<file path="src/shared/arsi_pkg.sv">
// Package: register map, field layout and types of the converter result block
package arsi_pkg;
   localparam int ADDR_W = 32;
   localparam int DATA_W = 32;
   localparam int NUM_CH = 8;
   localparam int VAL_W = 10;
   localparam int CH_W = 3;

   // Register byte addresses
   localparam logic [ADDR_W-1:0] CONV_CONTROL_ADDR = 32'h4001_c000;
   localparam logic [ADDR_W-1:0] GLOBAL_RESULT_ADDR = 32'h4001_c004;
   localparam logic [ADDR_W-1:0] IRQ_ENABLE_ADDR = 32'h4001_c00c;
   localparam logic [ADDR_W-1:0] CHAN0_RESULT_ADDR = 32'h4001_c010;
   localparam logic [ADDR_W-1:0] CHAN7_RESULT_ADDR = 32'h4001_c02c;
   localparam logic [ADDR_W-1:0] CONV_STATUS_ADDR = 32'h4001_c030;
   localparam logic [ADDR_W-1:0] WORD_STRIDE = 32'h0000_0004;

   // Field positions
   localparam int VAL_LSB = 6;
   localparam int GCHN_LSB = 24;
   localparam int OVR_BIT = 30;
   localparam int DONE_BIT = 31;
   localparam int GIEN_BIT = 8;
   localparam int ST_DONE_LSB = 0;
   localparam int ST_OVR_LSB = 8;
   localparam int ST_IRQ_BIT = 16;
   localparam int CTL_BURST_BIT = 16;
   localparam int CTL_START_LSB = 24;
   localparam int CTL_START_W = 3;
   localparam int CTL_EDGE_BIT = 27;

   // Reset values
   localparam logic [NUM_CH-1:0] CHAN_MASK_RST = 8'h00;
   localparam logic GIEN_RST = 1'b1;
   localparam logic [DATA_W-1:0] CTL_RST = 32'h0000_0000;

   // Start field codes: none, start now, and the first hardware trigger
   localparam logic [CTL_START_W-1:0] START_NONE = 3'h0;
   localparam logic [CTL_START_W-1:0] START_NOW = 3'h1;
   localparam logic [CTL_START_W-1:0] START_TRIG_FIRST = 3'h2;
   localparam int NUM_TRIG = 6;

   typedef struct packed {
      logic done;
      logic overrun;
      logic [VAL_W-1:0] value;
   } arsi_result_s;

   typedef struct packed {
      logic valid;
      logic [CH_W-1:0] chan;
      logic [VAL_W-1:0] value;
   } arsi_conv_s;
endpackage

</file>
<file path="src/hdl/arsi_core.sv">
// Result capture, status mirror, interrupt request and trigger start
//
// The address-and-strobe port was left to the implementer.
`timescale 1ns/1ps
module arsi_core
   import arsi_pkg::*;
(
   input wire logic i_clk,
   input wire logic i_reset_n,
   input wire logic [ADDR_W-1:0] i_addr,
   input wire logic [DATA_W-1:0] i_wdata,
   input wire logic i_wr,
   input wire logic i_rd,
   output logic [DATA_W-1:0] o_rdata,
   input wire logic [NUM_TRIG-1:0] i_trig,
   input wire logic i_conv_done,
   input wire logic [CH_W-1:0] i_conv_chan,
   input wire logic [VAL_W-1:0] i_conv_value,
   output logic o_conv_start,
   output logic o_burst,
   output logic o_irq
);

   // Channel index of a result register address, and whether it is one
   function automatic logic is_chan(input logic [ADDR_W-1:0] a);
      return (a >= CHAN0_RESULT_ADDR) && (a <= CHAN7_RESULT_ADDR) &&
             (a[1:0] == 2'b00);
   endfunction

   function automatic logic [CH_W-1:0] chan_of(input logic [ADDR_W-1:0] a);
      logic [ADDR_W-1:0] off;
      off = (a - CHAN0_RESULT_ADDR) / WORD_STRIDE;
      return off[CH_W-1:0];
   endfunction

   arsi_result_s [NUM_CH-1:0] res_q, res_d;
   arsi_result_s gres_q, gres_d;
   logic [CH_W-1:0] gchan_q, gchan_d;
   logic [NUM_CH-1:0] chan_irq_mask_q, chan_irq_mask_d;
   logic global_done_irq_en_q, global_done_irq_en_d;
   logic [DATA_W-1:0] conv_control_q, conv_control_d;
   logic [DATA_W-1:0] rdata_q, rdata_d;
   logic irq_q, irq_d;
   logic start_q, start_d;
   logic [NUM_TRIG-1:0] trig_s1_q, trig_s2_q, trig_s3_q;
   logic conv_irq_flag;
   logic [DATA_W-1:0] conv_status;
   logic burst;
   logic [CTL_START_W-1:0] start_code;
   logic edge_fall;
   logic sel_now, sel_prev, trig_hit;
   logic ctl_wr;
   arsi_conv_s conv;

   assign conv.valid = i_conv_done;
   assign conv.chan = i_conv_chan;
   assign conv.value = i_conv_value;
   assign burst = conv_control_q[CTL_BURST_BIT];
   assign start_code = conv_control_q[CTL_START_LSB +: CTL_START_W];
   assign edge_fall = conv_control_q[CTL_EDGE_BIT];
   assign ctl_wr = i_wr && (i_addr == CONV_CONTROL_ADDR);

   // Trigger pins cross into this clock: two stages, then an edge stage
   always_ff @(posedge i_clk) begin
      if (!i_reset_n) begin
         trig_s1_q <= '0;
         trig_s2_q <= '0;
         trig_s3_q <= '0;
      end else begin
         trig_s1_q <= i_trig;
         trig_s2_q <= trig_s1_q;
         trig_s3_q <= trig_s2_q;
      end
   end

   always_comb begin
      logic [CH_W-1:0] idx;
      idx = '0;
      sel_now = 1'b0;
      sel_prev = 1'b0;
      if (start_code >= START_TRIG_FIRST) begin
         idx = start_code - START_TRIG_FIRST;
         sel_now = trig_s2_q[idx];
         sel_prev = trig_s3_q[idx];
      end
      trig_hit = edge_fall ? (sel_prev && !sel_now) : (!sel_prev && sel_now);
   end

   // Interrupt flag and status image
   always_comb begin
      logic [NUM_CH-1:0] dn, ov;
      for (int i = 0; i < NUM_CH; i++) begin
         dn[i] = res_q[i].done;
         ov[i] = res_q[i].overrun;
      end
      conv_irq_flag = |(dn & chan_irq_mask_q);
      // Global completion only adds to the request when its enable is set
      irq_d = conv_irq_flag || (global_done_irq_en_q && gres_q.done);
      conv_status = '0;
      conv_status[ST_DONE_LSB +: NUM_CH] = dn;
      conv_status[ST_OVR_LSB +: NUM_CH] = ov;
      conv_status[ST_IRQ_BIT] = conv_irq_flag;
   end

   // Register state and read mux
   always_comb begin
      res_d = res_q;
      gres_d = gres_q;
      gchan_d = gchan_q;
      chan_irq_mask_d = chan_irq_mask_q;
      global_done_irq_en_d = global_done_irq_en_q;
      conv_control_d = conv_control_q;
      rdata_d = '0;
      start_d = 1'b0;

      if (i_rd) begin
         if (is_chan(i_addr)) begin
            rdata_d[VAL_LSB +: VAL_W] = res_q[chan_of(i_addr)].value;
            rdata_d[OVR_BIT] = res_q[chan_of(i_addr)].overrun;
            rdata_d[DONE_BIT] = res_q[chan_of(i_addr)].done;
            res_d[chan_of(i_addr)].done = 1'b0;
            res_d[chan_of(i_addr)].overrun = 1'b0;
         end else begin
            unique case (i_addr)
               CONV_CONTROL_ADDR: rdata_d = conv_control_q;
               GLOBAL_RESULT_ADDR: begin
                  rdata_d[VAL_LSB +: VAL_W] = gres_q.value;
                  rdata_d[GCHN_LSB +: CH_W] = gchan_q;
                  rdata_d[OVR_BIT] = gres_q.overrun;
                  rdata_d[DONE_BIT] = gres_q.done;
                  gres_d.done = 1'b0;
               end
               IRQ_ENABLE_ADDR: begin
                  rdata_d[NUM_CH-1:0] = chan_irq_mask_q;
                  rdata_d[GIEN_BIT] = global_done_irq_en_q;
               end
               CONV_STATUS_ADDR: rdata_d = conv_status;
               default: rdata_d = '0;
            endcase
         end
      end

      if (i_wr) begin
         if (i_addr == IRQ_ENABLE_ADDR) begin
            chan_irq_mask_d = i_wdata[NUM_CH-1:0];
            global_done_irq_en_d = i_wdata[GIEN_BIT];
         end
         if (ctl_wr) begin
            conv_control_d = i_wdata;
            gres_d.done = 1'b0;
         end
      end

      // Start now on control write, or on the selected trigger edge when burst is off
      if (ctl_wr && (i_wdata[CTL_START_LSB +: CTL_START_W] == START_NOW)) begin
         start_d = 1'b1;
      end
      if (!burst && (start_code >= START_TRIG_FIRST) && trig_hit) begin
         start_d = 1'b1;
      end

      // Completion last, so it wins over a read clear in the same cycle
      if (conv.valid) begin
         if (burst && res_q[conv.chan].done) begin
            res_d[conv.chan].overrun = 1'b1;
         end else begin
            res_d[conv.chan].overrun = 1'b0;
         end
         res_d[conv.chan].value = conv.value;
         res_d[conv.chan].done = 1'b1;
         gres_d.overrun = burst && gres_q.done;
         gres_d.value = conv.value;
         gres_d.done = 1'b1;
         gchan_d = conv.chan;
      end
   end

   always_ff @(posedge i_clk) begin
      if (!i_reset_n) begin
         res_q <= '0;
         gres_q <= '0;
         gchan_q <= '0;
         chan_irq_mask_q <= CHAN_MASK_RST;
         global_done_irq_en_q <= GIEN_RST;
         conv_control_q <= CTL_RST;
         rdata_q <= '0;
         irq_q <= 1'b0;
         start_q <= 1'b0;
      end else begin
         res_q <= res_d;
         gres_q <= gres_d;
         gchan_q <= gchan_d;
         chan_irq_mask_q <= chan_irq_mask_d;
         global_done_irq_en_q <= global_done_irq_en_d;
         conv_control_q <= conv_control_d;
         rdata_q <= rdata_d;
         irq_q <= irq_d;
         start_q <= start_d;
      end
   end

   // Burst mode is latched in the control word; o_burst has its own flop, loaded from the next control value
   logic burst_q;
   always_ff @(posedge i_clk) begin
      if (!i_reset_n) begin
         burst_q <= 1'b0;
      end else begin
         burst_q <= conv_control_d[CTL_BURST_BIT];
      end
   end

   assign o_rdata = rdata_q;
   assign o_irq = irq_q;
   assign o_conv_start = start_q;
   assign o_burst = burst_q;
endmodule

</file>
<file path="config.mk">
export PLATFORM = sky130hd
export DESIGN_NAME = arsi_core
export DESIGN_NICKNAME = d
export VERILOG_FILES = /design/src/shared/arsi_pkg.sv /design/src/hdl/arsi_core.sv
export SDC_FILE = /design/constraint.sdc
export NUM_CORES = 1
export LEC_CHECK = 0
export BUFFER_PORTS_ARGS = -buffer_cell sky130_fd_sc_hd__buf_2
export CAP_MARGIN = 30
export CELL_PAD_IN_SITES_DETAIL_PLACEMENT = 2
export CELL_PAD_IN_SITES_GLOBAL_PLACEMENT = 2
export CORE_MARGIN = 2
export CORE_UTILIZATION = 38
export DETAILED_ROUTE_END_ITERATION = 16
export GPL_ROUTABILITY_DRIVEN = 0
export PLACE_DENSITY_LB_ADDON = 0.1
export REMOVE_ABC_BUFFERS = 1
export SETUP_SLACK_MARGIN = 0.5
export SKIP_CTS_REPAIR_TIMING = 1
export SYNTH_ARGS = -nofsm -noshare
export SYNTH_HDL_FRONTEND = slang
export SYNTH_SLANG_ARGS = --single-unit
</file>
<file path="constraint.sdc">
create_clock -name i_clk -period 7.7 [get_ports i_clk]
set_input_delay 0.77 -clock i_clk [delete_from_list [all_inputs] [get_ports i_clk]]
set_output_delay 0.77 -clock i_clk [all_outputs]
set_load 0.01 [all_outputs]
</file>
==> metrics.log, run 1 <==
[metrics] Crit path arrival time: 3.78 ns
[metrics] setup TNS: 0 ns
[metrics] Yosys top cell by area: sky130_fd_sc_hd__dfxtp_1
[metrics] xor-xnor portion of the synthesized cell area: 0.0982%
[metrics] Max Freq: 0.299 GHz
[metrics] # placed instances: 1383
[metrics] launching element type of the critical path: input pin
[metrics] critical path class: input pin to register
[metrics] number of antenna diodes: 0
[metrics] async set-or-reset flop fraction in the synthesized netlist: 0%
[metrics] Chip Width: 157 um
[metrics] critical path capture point type: register
[metrics] number of warnings printed during yosys synthesis: 0
[metrics] Lkg Pwr: 3.97 nW
[metrics] antenna violations before repair: 1
[metrics] wire length of the first global-routing pass: 48.4 mm
[metrics] number of register bits inferred by synthesis: 204
[metrics] top cell types by occurrence after synthesis: sky130_fd_sc_hd__nand2_1 (267), sky130_fd_sc_hd__dfxtp_1 (204), sky130_fd_sc_hd__a21boi_0 (85)
[metrics] worst flop-to-flop path startpoint: conv_control_q[24]
[metrics] worst hold path depth: 1
[metrics] most used flip-flop cell after synthesis: sky130_fd_sc_hd__dfxtp_1
[metrics] Max transition margin: 41.8%
[metrics] Tot GR Track Use: 25.5%
[metrics] final-report setup violation count: 0
[metrics] final setup skew: 0.0117 ns
[metrics] final net count: 1180
[metrics] share of the synthesized area in the top cell type: 45.8%
[metrics] per-cell routed wire length: 21.8 um
[metrics] clock-pin slew reported for the worst setup and hold paths after clock tree synthesis: 0.06 ns
[metrics] RSZ-0062 raised after global routing: false
[metrics] pin count of the biggest net entering global routing: 90
[metrics] post-synthesis to final-layout area growth: 19.2%
[metrics] flop-to-flop setup slack: 5.66 ns
[metrics] result of the run: complete, no violations
[metrics] Placement Rows: 56
[metrics] starting density of the core: 38.4%
[metrics] Slew @ Worst Pin: 0.870 ns
[metrics] design area: 10600 um2
[metrics] Crit Reg-Reg Endpoint: o_conv_start
[metrics] Crit. Startpoint: i_addr[7]
[metrics] drt pass-1 iters: 4
[metrics] Core ar.: 23300 um2
[metrics] R2R cell count: 5
[metrics] Max Transition Viols Final: 0
[metrics] wire length reported by the detailed router: 31.0 mm
[metrics] TritonCTS clock tree: built
[metrics] Clock H-tree levels: 1
[metrics] HPWL reported at the end of detailed placement: 20.8 mm
[metrics] Final min period: 3.35 ns
[metrics] hold slack final: 0.435 ns
[metrics] top post-synthesis cells by area: sky130_fd_sc_hd__dfxtp_1 (46%), sky130_fd_sc_hd__nand2_1 (11%), sky130_fd_sc_hd__a21boi_0 (7.2%), sky130_fd_sc_hd__mux2i_1 (5.8%), sky130_fd_sc_hd__mux4_2 (4.3%)
[metrics] area of the die: 24700 um2
[metrics] startpoint of the lowest-slack hold path: trig_s1_q[5]
[metrics] simple-gate share of the synthesized area: 21.7%
[metrics] share of the synthesized area in compound gates (AO/OA/AOI/OAI): 16.9%
[metrics] fraction of the mapped netlist area in adder cells: 0.140%
[metrics] library cell with the highest instance count after synthesis: sky130_fd_sc_hd__nand2_1
[metrics] remaining number of nets flagged by the antenna check after routing: 0
[metrics] height of the die: 157 um
[metrics] terminating pin of the worst hold path: trig_s2_q[5]
[metrics] synthesized area per cell: 8.87 um2
[metrics] clock latency reported for the late side of the worst-skew pair: 0.52 ns
[metrics] number of enable-type register cells in the synthesized netlist: 0
[metrics] summed instance area of the synthesized netlist: 8920 um2
[metrics] Final Cycle Share: 43.5%
[metrics] count of distinct cell types in the synthesized netlist: 52
[metrics] number of buffers created by CTS: 24
[metrics] critical path data required time: 8.14 ns
[metrics] clock sink count: 204
[metrics] largest fanout of any net on the critical path: 24
[metrics] combinational family with the most area after synthesis: simple AND/OR/NAND/NOR gates
[metrics] initial drt markers: 346
[metrics] pwr dens: 231 nW/um2
[metrics] final global-route overflow total: 0
[metrics] placed standard-cell area: 9780 um2
[metrics] proportion of layout cells with a drive suffix above 1: 19.9%
[metrics] DRC violations left: 0
[metrics] share of the yosys chip area belonging to registers: 45.8%
[metrics] vias in the first global route: 8367
[metrics] HP Class: register to register
[metrics] buffer depth of the longest clock path: 3
[metrics] vias post-DR: 7749
[metrics] number of buffers inserted by port buffering: 122
[metrics] I/O pin count: 123
[metrics] number of maximum-capacitance constraint violations: 0
[metrics] mux share of post-synthesis cell area: 11.3%
[metrics] post-detailed-route via-to-cell ratio: 5.43
[metrics] largest voltage drop on the vdd net: 155 uV
[metrics] final count of hold timing violations: 0
[metrics] Final Instance Count excl. Fillers: 1427
[metrics] root buf cell: sky130_fd_sc_hd__clkbuf_16
[metrics] Mapped Cells: 1006
worst max-delay path: stages:
cell	delay, ns
sky130_fd_sc_hd__buf_2	0.10
sky130_fd_sc_hd__or4_1	0.67
sky130_fd_sc_hd__or4b_1	0.73
sky130_fd_sc_hd__nor4_4	0.73
sky130_fd_sc_hd__buf_4	0.43
sky130_fd_sc_hd__nand2_1	0.13
sky130_fd_sc_hd__a21boi_1	0.21
worst max-delay path by stage:
stage                                       to
after floorplan           global_done_irq_en_q
after global placement             o_rdata[29]
after detailed placement           o_rdata[22]
after CTS                   conv_control_q[18]
after global routing        conv_control_q[18]
final                       conv_control_q[18]
cells in the final DEF (no fill, tap or decap), types with 3 or more instances in the layout:
cell type,Yosys,routed
sky130_fd_sc_hd__nand2_1,267,267
sky130_fd_sc_hd__dfxtp_1,204,204
sky130_fd_sc_hd__buf_2,8,122
sky130_fd_sc_hd__a21boi_0,85,85
sky130_fd_sc_hd__mux2i_1,52,52
sky130_fd_sc_hd__nor2_1,43,43
sky130_fd_sc_hd__a21boi_1,30,30
sky130_fd_sc_hd__and2_1,29,29
sky130_fd_sc_hd__nor2b_1,25,25
sky130_fd_sc_hd__clkbuf_16,0,25
sky130_fd_sc_hd__nand3_1,18,18
sky130_fd_sc_hd__buf_4,0,18
sky130_fd_sc_hd__mux4_2,17,17
sky130_fd_sc_hd__o21ai_0,16,16
sky130_fd_sc_hd__a22oi_1,14,14
sky130_fd_sc_hd__mux2_2,9,9
sky130_fd_sc_hd__a22o_1,8,8
sky130_fd_sc_hd__o22ai_1,8,8
sky130_fd_sc_hd__a32oi_1,8,8
sky130_fd_sc_hd__inv_1,7,7
sky130_fd_sc_hd__a21oi_1,7,7
sky130_fd_sc_hd__a221oi_1,7,7
sky130_fd_sc_hd__clkbuf_8,0,7
sky130_fd_sc_hd__nand4_1,6,6
sky130_fd_sc_hd__a211oi_1,6,6
sky130_fd_sc_hd__nand2b_1,5,5
sky130_fd_sc_hd__nor3_1,8,5
sky130_fd_sc_hd__clkinv_2,0,5
sky130_fd_sc_hd__or4_1,4,4
sky130_fd_sc_hd__nor4_1,5,4
sky130_fd_sc_hd__nor3_2,0,3
sky130_fd_sc_hd__a31oi_1,3,3
sky130_fd_sc_hd__and3_1,3,3
sky130_fd_sc_hd__bufinv_16,0,3
registers in the layout, summed over array words and instances, names as in the netlist:
signal	cells
conv_control_q	31
res_q	80
o_rdata	32
trig_s1_q	6
gres_q	12
global_done_irq_en_q	1
gchan_q	3
o_burst	1
trig_s3_q	6
trig_s2_q	6
o_irq	1
chan_irq_mask_q	8
conv_status	16
o_conv_start	1
logic make-up after synthesis:
kind of cell / after synthesis
XOR/XNOR: 1
AND/OR/NAND/NOR: 427
multiplexers: 78
adder cells (fa/ha/maj): 1
flip-flops: 204
buffers and inverters: 91
AO/OA/AOI/OAI: 204
cell type report:
type                       count  area, um2
tap                          319        399
sequential                   204       4080
clock inverter                 9        123
inverter                       7       26.3
multi-input combinational    711       4500
fill                        2569      12600
timing repair buffer         143        776
clock buffer                  34        729
power breakdown:
group	internal [mW]	leakage (nW)	total [mW]	switching, mW
clock	0.756	0.423	1.21	0.458
sequential	1.07	1.65	1.09	0.0118
combinational	0.0615	1.89	0.157	0.0953
routing by layer:
| metal | vias to the layer above | global-route usage (%) | part of all wire (%) |
|---|---|---|---|
| li1 | 3628 | - | - |
| met4 | 2 | 4.63 | 1.5 |
| met1 | 3926 | 32.9 | 44 |
| met3 | 40 | 3.28 | 3.8 |
| met2 | 153 | 45.9 | 51 |
| met5 | - | 0 | 0.042 |
metrics by stage:
| stage | total power, mW | utilization, % | worst slack (ns) |
|---|---|---|---|
| 3_5_place_dp | 1.27 | 42.0 | 3.87 |
| 2_1_floorplan | 1.17 | - | 3.80 |
| 6_report | 2.46 | 45.7 | 4.35 |
| 3_3_place_gp | 1.26 | 41.9 | 3.92 |
| 5_1_grt | 2.54 | 45.7 | 4.26 |
| 4_1_cts | 2.48 | 45.7 | 4.36 |
No activity file was read; power rests on OpenSTA's default activity.
==> run 2, diff against run 1 <==
--- a/config.mk
+++ b/config.mk
@@ -10,7 +10,7 @@
 export CELL_PAD_IN_SITES_DETAIL_PLACEMENT = 2
 export CELL_PAD_IN_SITES_GLOBAL_PLACEMENT = 2
 export CORE_MARGIN = 2
-export CORE_UTILIZATION = 38
+export CORE_UTILIZATION = 35
 export DETAILED_ROUTE_END_ITERATION = 16
 export GPL_ROUTABILITY_DRIVEN = 0
 export PLACE_DENSITY_LB_ADDON = 0.1
==> constraint.sdc (replaced) <==
create_clock -name i_clk -period 3.3 [get_ports i_clk]
set_input_delay 0.33 -clock i_clk [delete_from_list [all_inputs] [get_ports i_clk]]
set_output_delay 0.33 -clock i_clk [all_outputs]
set_load 0.01 [all_outputs]
==> run 2 against run 1 <==
  * Sequential power up 130%
  * Cell count grew 2.8%
  * Clock skew down 0.0034 ns
  * Utilization is 2.5 points lower
  * Flip-flop and latch count unchanged
  * Die area increased by 8.4%
  * Global-route usage is 1.5 points lower
  * Routed wire length up 3.0%
  * Clock power increased by 130%
  * Count of clock-buffer cells in the layout is 4 higher
  * Power rose by 130%
  * Register-to-register slack got worse by 4.4 ns
  * Critical endpoint is now o_rdata[26]
  * Largest power group unchanged
  * Highest routed layer is now met4
==> metrics.log, run 2 (synthesis gave the netlist of run 1 again) <==
[metrics] Clock H-tree levels: 1 (unchanged)
[metrics] drt pass-1 iters: 4 (unchanged)
[metrics] clock latency reported for the late side of the worst-skew pair: 0.52 ns (about the same)
[metrics] starting density of the core: 35.5% (was 38.4%)
[metrics] Final Cycle Share: 69.8%
[metrics] number of maximum-capacitance constraint violations: 0 (unchanged)
[metrics] buffer depth of the longest clock path: 3 (unchanged)
[metrics] Max Freq: 0.434 GHz
[metrics] Crit path arrival time: 2.75 ns (was 3.78 ns)
[metrics] post-synthesis to final-layout area growth: 21.8% (was 19.2%)
[metrics] largest voltage drop on the vdd net: 264 uV (was 155 uV)
[metrics] worst flop-to-flop path startpoint: conv_control_q[24] (unchanged)
[metrics] Tot GR Track Use: 24.0% (was 25.5%)
[metrics] HP Class: input pin to register (was register to register)
[metrics] number of antenna diodes: 0 (unchanged)
[metrics] wire length of the first global-routing pass: 49.2 mm (was 48.4 mm)
[metrics] worst path cell trace: buf_2 > or4_1 > or4b_1 > buf_4 > nor3_4 > or4b_1 > nor2_1 (was buf_2 > or4_1 > or4b_1 > nor4_4 > buf_4 > nand2_1 > a21boi_1)
[metrics] critical path data required time: 3.75 ns (was 8.14 ns)
[metrics] per-cell routed wire length: 21.8 um (about the same)
[metrics] final net count: 1210 (was 1180)
[metrics] Slew @ Worst Pin: 0.848 ns (was 0.870 ns)
[metrics] final setup skew: 0.00838 ns (was 0.0117 ns)
[metrics] design area: 10900 um2 (was 10600 um2)
[metrics] height of the die: 164 um (was 157 um)
[metrics] leading cell type in the layout, fill and taps excluded: sky130_fd_sc_hd__nand2_1 (unchanged)
[metrics] category of cells accounting for the largest share of critical-path delay: simple AND/OR/NAND/NOR gates (unchanged)
[metrics] vias in the first global route: 8333 (was 8367)
[metrics] TritonCTS clock tree: built (unchanged)
[metrics] placed standard-cell area: 10000 um2 (was 9780 um2)
[metrics] pin count of the biggest net entering global routing: 64 (was 90)
[metrics] post-detailed-route via-to-cell ratio: 5.36 (was 5.43)
[metrics] Final Instance Count excl. Fillers: 1467 (was 1427)
[metrics] most frequent cell on the critical path: sky130_fd_sc_hd__or4b_1
[metrics] vias post-DR: 7865 (was 7749)
[metrics] Core ar.: 25100 um2 (was 23300 um2)
[metrics] final global-route overflow total: 0 (unchanged)
[metrics] pwr dens: 527 nW/um2 (was 231 nW/um2)
[metrics] Lkg Pwr: 4.11 nW (was 3.97 nW)
[metrics] clock sink count: 204 (unchanged)
[metrics] Max transition margin: 43.4% (was 41.8%)
[metrics] critical path class: input pin to register (unchanged)
[metrics] Final Total Pwr: 5.73 mW (was 2.46 mW)
[metrics] final-report setup violation count: 0 (unchanged)
[metrics] wire length reported by the detailed router: 32.0 mm (was 31.0 mm)
[metrics] number of buffers inserted by port buffering: 122 (unchanged)
[metrics] most frequent cells in the layout: sky130_fd_sc_hd__nand2_1 (267), sky130_fd_sc_hd__dfxtp_1 (204), sky130_fd_sc_hd__buf_2 (121), sky130_fd_sc_hd__a21boi_0 (85), sky130_fd_sc_hd__mux2i_1 (52) (was sky130_fd_sc_hd__nand2_1 (267), sky130_fd_sc_hd__dfxtp_1 (204), sky130_fd_sc_hd__buf_2 (122), sky130_fd_sc_hd__a21boi_0 (85), sky130_fd_sc_hd__mux2i_1 (52))
[metrics] Final min period: 2.30 ns
[metrics] final count of hold timing violations: 0 (unchanged)
[metrics] startpoint of the lowest-slack hold path: i_trig[1] (was trig_s1_q[5])
[metrics] Placement Rows: 58 (was 56)
[metrics] proportion of layout cells with a drive suffix above 1: 21.6% (was 19.9%)
[metrics] register bank with the most flops: res_q (unchanged)
[metrics] largest fanout of any net on the critical path: 5 (was 24)
[metrics] number of buffers created by CTS: 24 (unchanged)
[metrics] # placed instances: 1425 (was 1383)
[metrics] DRC violations left: 0 (unchanged)
[metrics] root buf cell: sky130_fd_sc_hd__clkbuf_16 (unchanged)
[metrics] Max Transition Viols Final: 0 (unchanged)
[metrics] launching element type of the critical path: input pin (unchanged)
[metrics] Chip Width: 164 um (was 157 um)
[metrics] I/O pin count: 123 (unchanged)
[metrics] Worst path max stage delay: 0.59 ns (was 0.73 ns)
[metrics] antenna violations before repair: 0 (was 1)
[metrics] remaining number of nets flagged by the antenna check after routing: 0 (unchanged)
[metrics] crit path max-delay cell type: sky130_fd_sc_hd__or4b_1 (unchanged)
[metrics] Crit. Startpoint: i_addr[7] (unchanged)
[metrics] initial drt markers: 393 (was 346)
[metrics] result of the run: complete, no violations (unchanged)
[metrics] RSZ-0062 raised after global routing: false (unchanged)
[metrics] area of the die: 26800 um2 (was 24700 um2)
[metrics] max FFs per register: 80 (unchanged)
[metrics] clock-pin slew reported for the worst setup and hold paths after clock tree synthesis: 0.06 ns (about the same)
[metrics] HPWL reported at the end of detailed placement: 22.3 mm (was 20.8 mm)
[metrics] CP bufs+invs: 2 (unchanged)
[metrics] critical path capture point type: register (unchanged)
## run 2: power breakdown
part,total (mW),leakage (nW),switching (mW),internal [mW]
clock network,2.82,0.420,1.06,1.75
logic,0.380,2.04,0.226,0.154
registers,2.53,1.65,0.0276,2.51
## run 2: worst paths after layout
check             slack (ns)      endpoint  cells after the start
setup / recovery         1.0   o_rdata[26]                      7
hold / removal          0.02  trig_s1_q[1]                      2
setup reg to reg        1.29  o_conv_start                      5
hold reg to reg         0.43  trig_s2_q[0]                      1
## run 2: layout make-up
class | instances | area (um2)
Tap cell | 330 | 413
Multi-Input combinational cell | 711 | 4490
Inverter | 7 | 26.3
Sequential cell | 204 | 4080
Clock buffer | 38 | 774
Clock inverter | 4 | 70.1
Fill cell | 2770 | 14200
Timing Repair Buffer | 173 | 1010
## run 2: worst register-to-register path, cell delays in order (launching register included)
cell and delay, ns:
sky130_fd_sc_hd__dfxtp_1 0.52, sky130_fd_sc_hd__mux4_2 0.56, sky130_fd_sc_hd__a22o_1 0.26, sky130_fd_sc_hd__a211o_1 0.23, sky130_fd_sc_hd__a21oi_1 0.25, sky130_fd_sc_hd__a41o_1 0.13
## run 2: layer usage
| metal | wire [um] | vias to the layer above | part of all wire (%) | track usage, % |
|---|---|---|---|---|
| li1 | - | 3695 | - | - |
| met1 | 14200 | 3960 | 45 | 31.2 |
| met2 | 15800 | 168 | 49 | 42.2 |
| met3 | 1360 | 42 | 4.2 | 3.22 |
| met4 | 598 | 0 | 1.9 | 5.38 |
| met5 | 0 | - | 0 | 0 |
## run 2: stage by stage
step	TNS (ns)	utilization, %	setup slack [ns]	hold slack, ns
5_1_grt	0	43.3	0.885	0.0144
3_5_place_dp	0	39.9	0.464	0.422
6_report	0	43.3	0.998	0.0213
3_3_place_gp	0	39.9	0.491	0.413
4_1_cts	0	43.3	1.00	0.00666
2_1_floorplan	-4.79	-	-0.164	0.392
